--- config.mk ---
export PLATFORM = sky130hd
export DESIGN_NAME = eru_top
export DESIGN_NICKNAME = d
export VERILOG_FILES = /design/src/eru_pkg.sv /design/src/eru_div_if.sv /design/src/eru_div.sv /design/src/eru_fifo.sv /design/src/eru_top.sv
export SDC_FILE = /design/constraint.sdc
export NUM_CORES = 1
export LEC_CHECK = 0
export ABC_AREA = 0
export BUFFER_PORTS_ARGS = -buffer_cell sky130_fd_sc_hd__buf_4
export CAP_MARGIN = 0
export CORE_MARGIN = 8
export CORE_UTILIZATION = 61
export DETAILED_ROUTE_END_ITERATION = 10
export GPL_ROUTABILITY_DRIVEN = 0
export PLACE_DENSITY = 0.83
export SYNTH_ARGS = -nofsm -noshare
export SYNTH_HDL_FRONTEND = slang
export SYNTH_SLANG_ARGS = --single-unit
--- constraint.sdc ---
create_clock -name sys_clk -period 8.5 [get_ports sys_clk]
set_input_delay 0.85 -clock sys_clk [delete_from_list [all_inputs] [get_ports sys_clk]]
set_output_delay 0.85 -clock sys_clk [all_outputs]
set_load 0.01 [all_outputs]
--- src/eru_pkg.sv ---
// ****************************************************************
// shared constants and helpers for the resolution filter
// ****************************************************************
package eru_pkg;

	// sample and result widths
	localparam int IN_W   = 8;                  // raw quantized sample
	localparam int FRAC_W = 3;                  // up to three extra bits
	localparam int OUT_W  = IN_W + FRAC_W;      // filtered word
	localparam int LEN_W  = 7;                  // filter length field
	localparam int SEL_W  = 3;                  // filter selector
	localparam int ACC_W  = 20;                 // sample x tap sum
	localparam int NRM_W  = 24;                 // normalising divider
	localparam int BW_W   = 40;                 // bandwidth divider
	localparam int PCT_W  = 10;                 // bandwidth, 0.1 % units
	localparam int NUM_FILT = 6;

	// impulse lengths per selector, samples
	localparam logic [LEN_W-1:0] FLT_LEN [0:NUM_FILT-1] = '{
		7'h02, 7'h05, 7'h0a, 7'h18, 7'h33, 7'h75};

	// -3 dB bandwidth in 0.1 % of nyquist (also thousandths of it)
	localparam logic [PCT_W-1:0] FLT_BW [0:NUM_FILT-1] = '{
		10'h1f4, 10'h0f1, 10'h079, 10'h03a, 10'h01d, 10'h010};

	// hz = code * 5e8 / interval_ps  (code in thousandths of nyquist)
	localparam logic [BW_W-1:0] BW_SCALE = 40'h001dcd6500;

	// control states
	typedef enum logic [2:0] {
		ST_IDLE,
		ST_MAC,
		ST_DRAIN,
		ST_DIV,
		ST_PUSH
	} eru_state_t;

	// symmetric triangular tap: min(k+1, len-k), all positive
	function automatic logic [LEN_W-1:0] eru_coef(
		input logic [LEN_W-1:0] len,
		input logic [LEN_W-1:0] k);
		logic [LEN_W-1:0] up;
		logic [LEN_W-1:0] dn;
		up = k + 7'h01;
		dn = len - k;
		eru_coef = (up < dn) ? up : dn;
	endfunction

	// exact sum of the taps of a given length
	function automatic logic [12:0] eru_norm(input logic [LEN_W-1:0] len);
		logic [12:0] m;
		m = {7'h00, len[6:1]};
		if (len[0])
			eru_norm = (m + 13'h0001) * (m + 13'h0001);
		else
			eru_norm = m * (m + 13'h0001);
	endfunction

endpackage

--- src/eru_div_if.sv ---
`timescale 1ns/1ps
// ****************************************************************
// request/answer bundle of the sequential divider
// ****************************************************************
interface eru_div_if #(parameter int W = 24) ();
	logic         start;  // one-cycle request
	logic [W-1:0] num;    // dividend, held while busy
	logic [W-1:0] den;    // divisor, held while busy
	logic         done;   // one-cycle completion
	logic [W-1:0] quo;    // quotient, held until next start

	modport req (output start, output num, output den,
		input done, input quo);
	modport srv (input start, input num, input den,
		output done, output quo);
endinterface

--- src/eru_div.sv ---
`timescale 1ns/1ps
// ****************************************************************
// restoring divider, one quotient bit per clock
// ****************************************************************
module eru_div
	import eru_pkg::*;
#(
	parameter int W = 24
) (
	input  wire logic sys_clk,  // system clock
	input  wire logic rstn,     // async reset, active low
	eru_div_if.srv    d         // request/answer bundle
);

	logic [W-1:0] rem_r, rem_nxt;
	logic [W-1:0] quo_r, quo_nxt;
	logic [7:0]   cnt_r, cnt_nxt;
	logic         done_r, done_nxt;
	logic [W:0]   trial;

	// next remainder, quotient and step count
	always_comb
	begin
		rem_nxt  = rem_r;
		quo_nxt  = quo_r;
		cnt_nxt  = cnt_r;
		done_nxt = 1'b0;
		trial    = {rem_r, quo_r[W-1]};
		if (d.start)
		begin
			rem_nxt = '0;
			quo_nxt = d.num;
			cnt_nxt = 8'(W);
		end
		else if (cnt_r != 8'h00)
		begin
			if (trial >= {1'b0, d.den})
			begin
				rem_nxt = W'(trial - {1'b0, d.den});
				quo_nxt = {quo_r[W-2:0], 1'b1};
			end
			else
			begin
				rem_nxt = trial[W-1:0];
				quo_nxt = {quo_r[W-2:0], 1'b0};
			end
			cnt_nxt  = cnt_r - 8'h01;
			done_nxt = (cnt_r == 8'h01);
		end
	end

	// register stage
	always_ff @(posedge sys_clk or negedge rstn)
	begin
		if (!rstn)
		begin
			rem_r  <= '0;
			quo_r  <= '0;
			cnt_r  <= 8'h00;
			done_r <= 1'b0;
		end
		else
		begin
			rem_r  <= rem_nxt;
			quo_r  <= quo_nxt;
			cnt_r  <= cnt_nxt;
			done_r <= done_nxt;
		end
	end

	assign d.done = done_r;
	assign d.quo  = quo_r;

	if (W < 2 || W > 255)
		$error("eru_div: width out of range");
endmodule

--- src/eru_fifo.sv ---
`timescale 1ns/1ps
// ****************************************************************
// output fifo with valid/ready on both sides
// ****************************************************************
module eru_fifo
	import eru_pkg::*;
#(
	parameter int W     = 28,
	parameter int DEPTH = 8
) (
	input  wire logic         sys_clk,    // system clock
	input  wire logic         rstn,       // async reset, active low
	input  wire logic         in_valid,   // write request
	output logic              in_ready,   // not full
	input  wire logic [W-1:0] in_data,    // write word
	output logic              out_valid,  // not empty
	input  wire logic         out_ready,  // drain accepts
	output logic [W-1:0]      out_data    // head word
);

	localparam int AW = $clog2(DEPTH);

	logic [W-1:0] mem_r [0:DEPTH-1];
	logic [AW:0]  wr_r, wr_nxt;
	logic [AW:0]  rd_r, rd_nxt;
	logic         push;
	logic         pop;

	// full/empty from pointers with a wrap bit
	assign in_ready  = !((wr_r[AW] != rd_r[AW]) &&
		(wr_r[AW-1:0] == rd_r[AW-1:0]));
	assign out_valid = (wr_r != rd_r);
	assign out_data  = mem_r[rd_r[AW-1:0]];
	assign push      = in_valid && in_ready;
	assign pop       = out_valid && out_ready;

	// pointer advance
	always_comb
	begin
		wr_nxt = push ? wr_r + 1'b1 : wr_r;
		rd_nxt = pop ? rd_r + 1'b1 : rd_r;
	end

	// pointer registers
	always_ff @(posedge sys_clk or negedge rstn)
	begin
		if (!rstn)
		begin
			wr_r <= '0;
			rd_r <= '0;
		end
		else
		begin
			wr_r <= wr_nxt;
			rd_r <= rd_nxt;
		end
	end

	// storage, no reset needed
	always_ff @(posedge sys_clk)
	begin
		if (push)
			mem_r[wr_r[AW-1:0]] <= in_data;
	end

	if (DEPTH < 2 || (DEPTH & (DEPTH - 1)) != 0)
		$error("eru_fifo: depth must be a power of two, at least 2");
endmodule

--- src/eru_top.sv ---
// Function
// - six filters, lengths 2 to 117
// - every filter is low-pass
// - symmetric taps give exact linear phase
// - output aligned to source, delay removed
// - taps normalised to exact unity DC gain
// - clean input never yields overflowed output
// - overflowed input filtered anyway, flagged
// - report bandwidth as percent and hertz
// - output shorter by exactly filter length
// - refuse record too short for output
// - 8-bit input, resolution not accuracy
`timescale 1ns/1ps
// ****************************************************************
// resolution-enhancement fir over a stored record
// ****************************************************************
module eru_top
	import eru_pkg::*;
#(
	parameter int ADDR_W     = 16,
	parameter int DT_W       = 32,
	parameter int FIFO_DEPTH = 8
) (
	input  wire logic              sys_clk,     // 40 MHz system clock
	input  wire logic              rstn,        // async reset, active low
	input  wire logic              start,       // begin a record
	input  wire logic [SEL_W-1:0]  filt_sel,    // filter 0..5
	input  wire logic [ADDR_W-1:0] rec_len,     // source samples
	input  wire logic [DT_W-1:0]   sample_ps,   // sample interval, ps
	output logic                   src_rd,      // source read strobe
	output logic [ADDR_W-1:0]      src_addr,    // source address
	input  wire logic [IN_W-1:0]   src_data,    // sample, next cycle
	input  wire logic              src_ovf,     // sample overflowed
	output logic                   out_valid,   // result available
	input  wire logic              out_ready,   // trace buffer takes
	output logic [ADDR_W-1:0]      out_addr,    // result position
	output logic [OUT_W-1:0]       out_data,    // filtered value
	output logic                   out_ovf,     // may be incorrect
	output logic                   busy,        // record in progress
	output logic                   done,        // record finished
	output logic                   refused,     // start rejected
	output logic [PCT_W-1:0]       bw_pct,      // bandwidth, 0.1 %
	output logic [BW_W-1:0]        bw_hz,       // bandwidth, hz
	output logic                   bw_valid     // bw_hz is current
);

	localparam int FW = ADDR_W + OUT_W + 1;

	// ************************************************************
	// state
	// ************************************************************
	eru_state_t          state_r, state_nxt;
	logic [ADDR_W-1:0]   j_r, j_nxt;         // output index
	logic [ADDR_W-1:0]   cnt_r, cnt_nxt;     // output count
	logic [LEN_W-1:0]    k_r, k_nxt;         // tap index
	logic [LEN_W-1:0]    len_r, len_nxt;
	logic [12:0]         nrm_r, nrm_nxt;
	logic [ACC_W-1:0]    acc_r, acc_nxt;
	logic                ovf_r, ovf_nxt;
	logic                rd_r, rd_nxt;
	logic [ADDR_W-1:0]   addr_r, addr_nxt;
	logic [LEN_W-1:0]    coef_a_r, coef_a_nxt;
	logic [LEN_W-1:0]    coef_d_r, coef_d_nxt;
	logic                vld_d_r, vld_d_nxt;
	logic                busy_r, busy_nxt;
	logic                done_r, done_nxt;
	logic                ref_r, ref_nxt;
	logic [PCT_W-1:0]    pct_r, pct_nxt;
	logic [DT_W-1:0]     dt_r, dt_nxt;
	logic                bwv_r, bwv_nxt;
	logic [BW_W-1:0]     hz_r, hz_nxt;
	logic                nst_r, nst_nxt;
	logic                bst_r, bst_nxt;

	logic                push;
	logic                fifo_rdy;
	logic [FW-1:0]       push_word;
	logic [FW-1:0]       pop_word;
	logic [LEN_W-1:0]    sel_len;
	logic [ADDR_W-1:0]   center;

	eru_div_if #(.W(NRM_W)) nrm_if ();
	eru_div_if #(.W(BW_W))  bwd_if ();

	// ************************************************************
	// dividers: gain normalisation and bandwidth in hertz
	// ************************************************************
	eru_div #(.W(NRM_W)) u_nrm (
		.sys_clk (sys_clk),
		.rstn    (rstn),
		.d       (nrm_if.srv)
	);

	eru_div #(.W(BW_W)) u_bwd (
		.sys_clk (sys_clk),
		.rstn    (rstn),
		.d       (bwd_if.srv)
	);

	// (acc*8 + sum/2) / sum: exact unity gain, rounded, 3 frac bits
	assign nrm_if.start = nst_r;
	assign nrm_if.num   = {1'b0, acc_r, 3'h0} +
		{12'h000, nrm_r[12:1]};
	assign nrm_if.den   = {11'h000, nrm_r};

	// hz = code * 5e8 / interval_ps
	assign bwd_if.start = bst_r;
	assign bwd_if.num   = BW_W'(pct_r * BW_SCALE);
	assign bwd_if.den   = BW_W'(dt_r);

	// ************************************************************
	// output fifo towards the trace buffer
	// ************************************************************
	assign push      = (state_r == ST_PUSH);
	assign center    = j_r + {{(ADDR_W-6){1'b0}}, len_r[6:1]};
	assign push_word = {ovf_r, center, nrm_if.quo[OUT_W-1:0]};

	eru_fifo #(.W(FW), .DEPTH(FIFO_DEPTH)) u_fifo (
		.sys_clk   (sys_clk),
		.rstn      (rstn),
		.in_valid  (push),
		.in_ready  (fifo_rdy),
		.in_data   (push_word),
		.out_valid (out_valid),
		.out_ready (out_ready),
		.out_data  (pop_word)
	);

	assign out_ovf  = pop_word[FW-1];
	assign out_addr = pop_word[FW-2:OUT_W];
	assign out_data = pop_word[OUT_W-1:0];

	// length of the requested filter, zero if none
	assign sel_len = (filt_sel < SEL_W'(NUM_FILT)) ?
		FLT_LEN[filt_sel] : 7'h00;

	// ************************************************************
	// control: fetch window, accumulate, normalise, emit
	// ************************************************************
	always_comb
	begin
		state_nxt  = state_r;
		j_nxt      = j_r;
		cnt_nxt    = cnt_r;
		k_nxt      = k_r;
		len_nxt    = len_r;
		nrm_nxt    = nrm_r;
		acc_nxt    = acc_r;
		ovf_nxt    = ovf_r;
		addr_nxt   = addr_r;
		busy_nxt   = busy_r;
		pct_nxt    = pct_r;
		dt_nxt     = dt_r;
		bwv_nxt    = bwv_r;
		hz_nxt     = hz_r;
		rd_nxt     = 1'b0;
		coef_a_nxt = coef_a_r;
		coef_d_nxt = coef_a_r;
		vld_d_nxt  = rd_r;
		done_nxt   = 1'b0;
		ref_nxt    = 1'b0;
		nst_nxt    = 1'b0;
		bst_nxt    = 1'b0;

		// sample returned one cycle after its read strobe
		if (vld_d_r)
		begin
			acc_nxt = acc_r + ACC_W'(src_data * coef_d_r);
			ovf_nxt = ovf_r | src_ovf;
		end

		// bandwidth result
		if (bwd_if.done)
		begin
			hz_nxt  = bwd_if.quo;
			bwv_nxt = 1'b1;
		end

		unique case (state_r)
			ST_IDLE:
			begin
				if (start)
				begin
					// need at least one output beyond the loss
					if (sel_len == 7'h00 ||
						rec_len <= {{(ADDR_W-LEN_W){1'b0}}, sel_len})
						ref_nxt = 1'b1;
					else
					begin
						len_nxt   = sel_len;
						nrm_nxt   = eru_norm(sel_len);
						cnt_nxt   = rec_len -
							{{(ADDR_W-LEN_W){1'b0}}, sel_len};
						j_nxt     = '0;
						k_nxt     = 7'h00;
						acc_nxt   = '0;
						ovf_nxt   = 1'b0;
						busy_nxt  = 1'b1;
						pct_nxt   = FLT_BW[filt_sel];
						dt_nxt    = sample_ps;
						bwv_nxt   = 1'b0;
						bst_nxt   = 1'b1;
						state_nxt = ST_MAC;
					end
				end
			end
			ST_MAC:
			begin
				// one sequential read per tap
				rd_nxt     = 1'b1;
				addr_nxt   = j_r + {{(ADDR_W-LEN_W){1'b0}}, k_r};
				coef_a_nxt = eru_coef(len_r, k_r);
				k_nxt      = k_r + 7'h01;
				if (k_r == len_r - 7'h01)
					state_nxt = ST_DRAIN;
			end
			ST_DRAIN:
			begin
				if (!rd_r && !vld_d_r)
				begin
					nst_nxt   = 1'b1;
					state_nxt = ST_DIV;
				end
			end
			ST_DIV:
			begin
				if (nrm_if.done)
					state_nxt = ST_PUSH;
			end
			ST_PUSH:
			begin
				// stall here while the trace buffer lags
				if (fifo_rdy)
				begin
					j_nxt   = j_r + 1'b1;
					k_nxt   = 7'h00;
					acc_nxt = '0;
					ovf_nxt = 1'b0;
					if (j_r == cnt_r - 1'b1)
					begin
						busy_nxt  = 1'b0;
						done_nxt  = 1'b1;
						state_nxt = ST_IDLE;
					end
					else
						state_nxt = ST_MAC;
				end
			end
		endcase
	end

	// control registers
	always_ff @(posedge sys_clk or negedge rstn)
	begin
		if (!rstn)
		begin
			state_r  <= ST_IDLE;
			j_r      <= '0;
			cnt_r    <= '0;
			k_r      <= 7'h00;
			len_r    <= 7'h00;
			nrm_r    <= 13'h0000;
			acc_r    <= '0;
			ovf_r    <= 1'b0;
			rd_r     <= 1'b0;
			addr_r   <= '0;
			coef_a_r <= 7'h00;
			coef_d_r <= 7'h00;
			vld_d_r  <= 1'b0;
			busy_r   <= 1'b0;
			done_r   <= 1'b0;
			ref_r    <= 1'b0;
			pct_r    <= 10'h000;
			dt_r     <= '0;
			bwv_r    <= 1'b0;
			hz_r     <= '0;
			nst_r    <= 1'b0;
			bst_r    <= 1'b0;
		end
		else
		begin
			state_r  <= state_nxt;
			j_r      <= j_nxt;
			cnt_r    <= cnt_nxt;
			k_r      <= k_nxt;
			len_r    <= len_nxt;
			nrm_r    <= nrm_nxt;
			acc_r    <= acc_nxt;
			ovf_r    <= ovf_nxt;
			rd_r     <= rd_nxt;
			addr_r   <= addr_nxt;
			coef_a_r <= coef_a_nxt;
			coef_d_r <= coef_d_nxt;
			vld_d_r  <= vld_d_nxt;
			busy_r   <= busy_nxt;
			done_r   <= done_nxt;
			ref_r    <= ref_nxt;
			pct_r    <= pct_nxt;
			dt_r     <= dt_nxt;
			bwv_r    <= bwv_nxt;
			hz_r     <= hz_nxt;
			nst_r    <= nst_nxt;
			bst_r    <= bst_nxt;
		end
	end

	// status outputs
	assign src_rd   = rd_r;
	assign src_addr = addr_r;
	assign busy     = busy_r;
	assign done     = done_r;
	assign refused  = ref_r;
	assign bw_pct   = pct_r;
	assign bw_hz    = hz_r;
	assign bw_valid = bwv_r;

	if (ADDR_W < 8 || ADDR_W > 24 || DT_W < 1 || DT_W > BW_W)
		$error("eru_top: unsupported address or interval width");
endmodule

Word-level counts from Yosys, hierarchy flattened
Memory sizes are Yosys's and may differ from the RTL's. A register that Yosys moved wholly into a read port is not among the register bits.
Index checks and enable logic that the tools add are counted.
- register bits: 347
- memory bits (writable): 224
- bits in read-only memories: 136
- input bits: 64
- output and inout bits: 100
- logic and storage cells: 178
- memories: 3
- memories (name ; depth ; bits a word ; rd ports ; clocked after Yosys merged registers in ; write ports ; line ; text):
    u_fifo.mem_r ; 8 ; 28 ; 1 ; 0 ; 1 ; eru_fifo.sv:23 ; logic [W-1:0] mem_r [0:DEPTH-1];
    (name not given) ; 8 ; 10 ; 1 ; 1 ; 0 ; eru_top.sv:199 ; pct_nxt = FLT_BW[filt_sel];
    (name not given) ; 8 ; 7 ; 1 ; 0 ; 0 ; eru_top.sv:135 ; FLT_LEN[filt_sel] : 7'h00;
- add/sub/neg operators: 17
- multiply operators: 4
- $lt $le $gt $ge: 6
- eq/ne operators: 18
- mux-type cells: 74
- bitwise gates (word level): 3
- reduce and logical (&&, ||, !) cells: 22
- operator list (operator ; number):
    $mux W40 ; 5
    $mux W24 ; 5
    $mux W20 ; 4
    $mux W7 ; 7
    $mux W16 ; 3
    $ge A41 B32 Y1 ; 1
    $pmux W20 S2 ; 1
    $sub A40 B32 Y40 ; 1
    $mux W1 ; 33
    $mux W8 ; 4
    $pmux W16 S2 ; 1
    $mul A10 B21 Y31 const B ; 1
    $ge A25 B13 Y1 ; 1
    $add A23 B12 Y24 ; 1
    $sub A24 B13 Y24 ; 1
    $pmux W7 S3 ; 1
    $add A20 B15 Y20 ; 1
    $mux W3 ; 6
    $add A16 B1 Y16 const B ; 1
    $add A16 B6 Y16 ; 1
    $add A16 B7 Y16 ; 1
    $eq A16 B16 Y1 ; 1
    $eq A8 B1 Y1 const B ; 2
    $le A16 B7 Y1 ; 1
    41 further kinds ; 60

Logic depth before layout (Yosys ltp)
- depth after elaboration: 10
- depth in mapped cells: 28

Cells and area by module
A second synthesis with hierarchy kept.
- cell total of the unflattened synthesis: 3717
- area total of the unflattened synthesis: 38843.5 um^2
- by module, submodules not included (module ; times used ; cells an instance ; area an instance (um^2) ; seq. area each (um^2)):
    eru_top ; 1 ; 2066 ; 18911.9 ; 5054.8
    eru_fifo ; 1 ; 386 ; 9077.5 ; 6926.6
    eru_div (u_bwd) ; 1 ; 802 ; 6797.8 ; 2227.1
    eru_div (u_nrm) ; 1 ; 463 ; 4056.4 ; 1426.4

Worst setup path after synthesis
Ideal clock, no wire load.
- path kind: input port to flip-flop
- from: in filt_sel[1]
- to: reg nrm_r[12]
- setup time: 0.082 ns
- arrival time: 6.696 ns
- required time: 8.418 ns
- path slack: 1.722 ns
- stages on the path: 26
- buffers on the path: 2
- cells stage by stage: inv_1 > ha_1 > nor3_1 > or2_2 > inv_1 > clkbuf_1 > nand4_1 > ha_1 > clkbuf_1 > or2_2 > fa_1 > fa_1 > inv_1 > fa_1 > inv_1 > fa_1 > inv_1 > ha_1 > a21oi_1 > a211oi_1 > o41a_1 > o21a_1 > nor2_1 > xnor2_1 > nand2_1 > a31oi_1
- longest elaborated chain between the ends: 9
- elaborated cells between the ends (all ways): 15
- classes of those cells: add/sub: 1; mul: 2; order compare: 2; mux: 4; bitwise: 2; reduce/logical: 3; memory: 1
- RTL lines (what ; line ; text):
    from (decl) ; eru_top.sv:27 ; input wire logic [SEL_W-1:0] filt_sel,
    $not A3 Y4 (not written as such) ; eru_top.sv:135 ;
    $mem_v2 Z8 W7 ; n/a ;
    $mux W7 (not written as such) (2 in a row) ; eru_top.sv:135 ;
    $mux W7 (*) ; eru_top.sv:134 ; assign sel_len = (filt_sel < SEL_W'(NUM_FILT)) ?
    net sel_len[1] ; eru_top.sv:79 ; logic [LEN_W-1:0] sel_len;
    branches (longest 4 deep; another with $mul A13 B13 Y13) ; n/a ;
    to (signal assigned) ; eru_top.sv:287 ; nrm_r <= nrm_nxt;
    to (decl) ; eru_top.sv:57 ; logic [12:0] nrm_r, nrm_nxt;
Mark *: on every way through the listed nets, which the timed path passes. The select of a mux whose other input is x is not followed.
A chain may end at the register's enable or synchronous reset.

Worst setup path after layout
- from: in filt_sel[1]
- to: reg nrm_r[12]
- longest elaborated chain between the ends: 9
- elaborated cells between the ends (all ways): 15
- classes of those cells: add/sub: 1; mul: 2; order compare: 2; mux: 4; bitwise: 2; reduce/logical: 3; memory: 1
- RTL lines (what ; line):
    $not A3 Y4 (not written as such) ; eru_top.sv:135
    $mem_v2 Z8 W7 ; n/a
    $mux W7 (not written as such) (2 in a row) ; eru_top.sv:135
    $mux W7 (*) ; eru_top.sv:134
    branches (longest 4 deep; another with $mul A13 B13 Y13) ; n/a
Mark *: on every way between the ends. The select of a mux whose other input is x is not followed.

==> reports/qor.csv <==
metric,value,unit
status,finished clean,
synth-edff-count,224,
fin_tns_setup,0,ps
post-cts-setup-buffers,0,
rsz0062_at_grt,false,
synth_cell_type_count,103,
syn_area,37560,sq um
clockBufferDepth,3,
overflow,0,
grt_pass1_wl,145100,um
antenna_found_initial,10,
final_area,41710,sq um
cts_buffers,67,
ys_warn_count,0,
synth_cells,3533,
portBuffers,162,
clkTransAtPathRegs,60,ps
crit_start,filt_sel[1],
setup_violations,0,
seq_area,15650,sq um
skew,31.16,ps
postCtsHoldBufs,0,
min_period_over_period,78.62,%
synth_flop_cell,dfrtp_1,
via_count,27064,
cts_root_buffer,clkbuf_16,
core,61260,sq um
fillers,4385,
crit_type,in -> reg,
cts_sinks,580,
place_area,39420,sq um
avgSynthCellArea,10.63,sq um
report.final.slew_viol_count,0,
dieArea,69780,sq um
critPathLaunchType,input pin,
required,9020,ps
clk_latency,630,ps
track_usage,25.44,%
start_util,61.32,%
wire_per_inst,19.88,um
dp_hpwl,61640,um
setup_ws,1817,ps
critPathCaptureType,flop,
worst_pin_slew,1085,ps
final_cell_mix,"351 x dfrtp_1, 334 x nand2_1, 326 x inv_1",
drv_cap,0,
yosys.area.top_type,dfrtp_1,
dieHeight,264.2,um
nets,4125,
synth.area.top_cells,"dfrtp_1 24%, edfxtp_1 18%, ha_1 9.6%",
drc,0,
finalWirelength,89300,um
multi_input_area,20090,sq um
drive_above_1_share,14.71,%
viasPerCell,6.024,
utilization,68.08,%
htreeDepth,3,
final_hold_viol_count,0,
synth.top_cell.area_share,23.72,%
ant_nets,0,
ioPinCount,164,
fp.dieW,264.2,um
pre_cts_ws,1256,ps
async_reset_ff_share,61.38,%
grt_max_degree,127,
ys_ff_latch,580,
path_max_fanout,16,
area_delta_synth_final,11.03,%
cp_data_arrival_time,7200,ps
yosysSeqAreaShare,41.62,%
cts_tree,yes,
layout_commonest_cell,dfrtp_1,
fmax,149.6,MHz
r2r-start,bw_pct[2],
cts_resized,0,
grt_pass1_vias,27646,
drt_iter0_drc,2226,
drt_pre_antenna_iters,5,
final.min_clock_period,6683,ps
hold_path.class,in -> async,
slew_headroom,27.66,%
rows,91,
[cells in the mapped netlist, types with 7 or more instances]
master	instances
a21oi_1	142
o2111ai_1	8
fa_1	128
edfxtp_1	224
buf_2	17
nand4_1	31
nand2_2	20
nor4_1	18
a31oi_1	17
mux4_2	56
o211ai_1	18
buf_1	22
o21ai_0	195
xnor2_1	133
nor2_1	215
nand3b_1	9
nand3_1	53
o31ai_1	20
and3_1	14
nor3_1	61
nor2b_1	23
nand2b_1	29
a21boi_0	9
ha_1	288
dfrtp_1	356
xor2_1	84
inv_1	326
and2_1	72
nand4b_1	8
clkbuf_1	104
or4_1	7
o21ai_1	17
mux2_2	75
o22ai_1	7
a311oi_1	15
or3_1	27
mux2i_1	62
nand2_1	336
a311oi_2	21
or2_2	18
a21o_1	49
a211oi_1	55
o21a_1	21
o21bai_1	20
[registers in the layout, indices dropped and copies added, names as in the netlist, 16 cells and up]
register      cells
u_fifo.mem_r    224
cnt_r            16
bw_hz            40
u_bwd.rem_r      40
u_nrm.d.quo      24
dt_r             32
j_r              16
acc_r            20
u_bwd.d.quo      40
u_nrm.rem_r      24
src_addr         16
[worst max-delay path, cell delays in order]
cell	delay [ps]
buf_4	160
inv_1	170
ha_1	230
nor3_1	100
or2_2	370
inv_1	400
nand4_1	160
ha_1	430
or2_2	370
fa_1	460
fa_1	510
inv_1	60
fa_1	530
inv_1	60
fa_1	520
inv_1	50
ha_1	310
a21oi_1	170
a211oi_1	90
o41a_1	470
o21a_1	200
nor2_1	120
xnor2_1	130
nand2_1	70
a31oi_1	210
[path summary, 6_finish.rpt]
check	to	slack (ps)	cells past startpoint
min in group sys_clk	coef_d_r[2]	380	0
worst min register to register	coef_d_r[2]	380	0
max in group asynchronous	u_fifo.rd_r[0]	6800	2
worst max register to register	u_bwd.d.quo[38]	2750	19
worst min-delay path	dt_r[12]	270	1
worst max-delay path	nrm_r[12]	1820	25
[stage by stage]
step,std cells,hold slack [ps]
6_report,4493,269.9
5_1_grt,4491,337.6
3_3_place_gp,4366,362.1
4_1_cts,4488,291.5
2_1_floorplan,3534,353.5
3_5_place_dp,4366,364.5
[logic make-up after synthesis]
family	count (synthesis)	share of synthesized area, %
buffers and inverters	479	5.043
AO/OA/AOI/OAI	680	12.20
flip-flops	580	41.62
adder cells (fa/ha/maj)	416	16.42
AND/OR/NAND/NOR	967	12.39
other	1	0.009983
multiplexers	193	7.258
XOR/XNOR	217	5.060
[routing by layer]
| layer | track usage (%) | share of wire (%) |
|---|---|---|
| met1 | 32.16 | 41 |
| met2 | 42.89 | 48 |
| met3 | 5.783 | 7.1 |
| met4 | 8.949 | 3.7 |
| met5 | 0 | 0.058 |
[final cells by class]
class	instances	share of cell area (%)
Multi-Input combinational cell	2475	48.17
Clock buffer	88	4.428
Inverter	329	2.964
Tap cell	790	2.370
Timing Repair Buffer	192	3.504
Antenna cell	5	0.03000
Sequential cell	580	37.52
Clock inverter	34	1.023
Power is left out: the tool's default activity adds up to more than one toggle a clock period on the data nets, which glitch-free logic cannot reach.
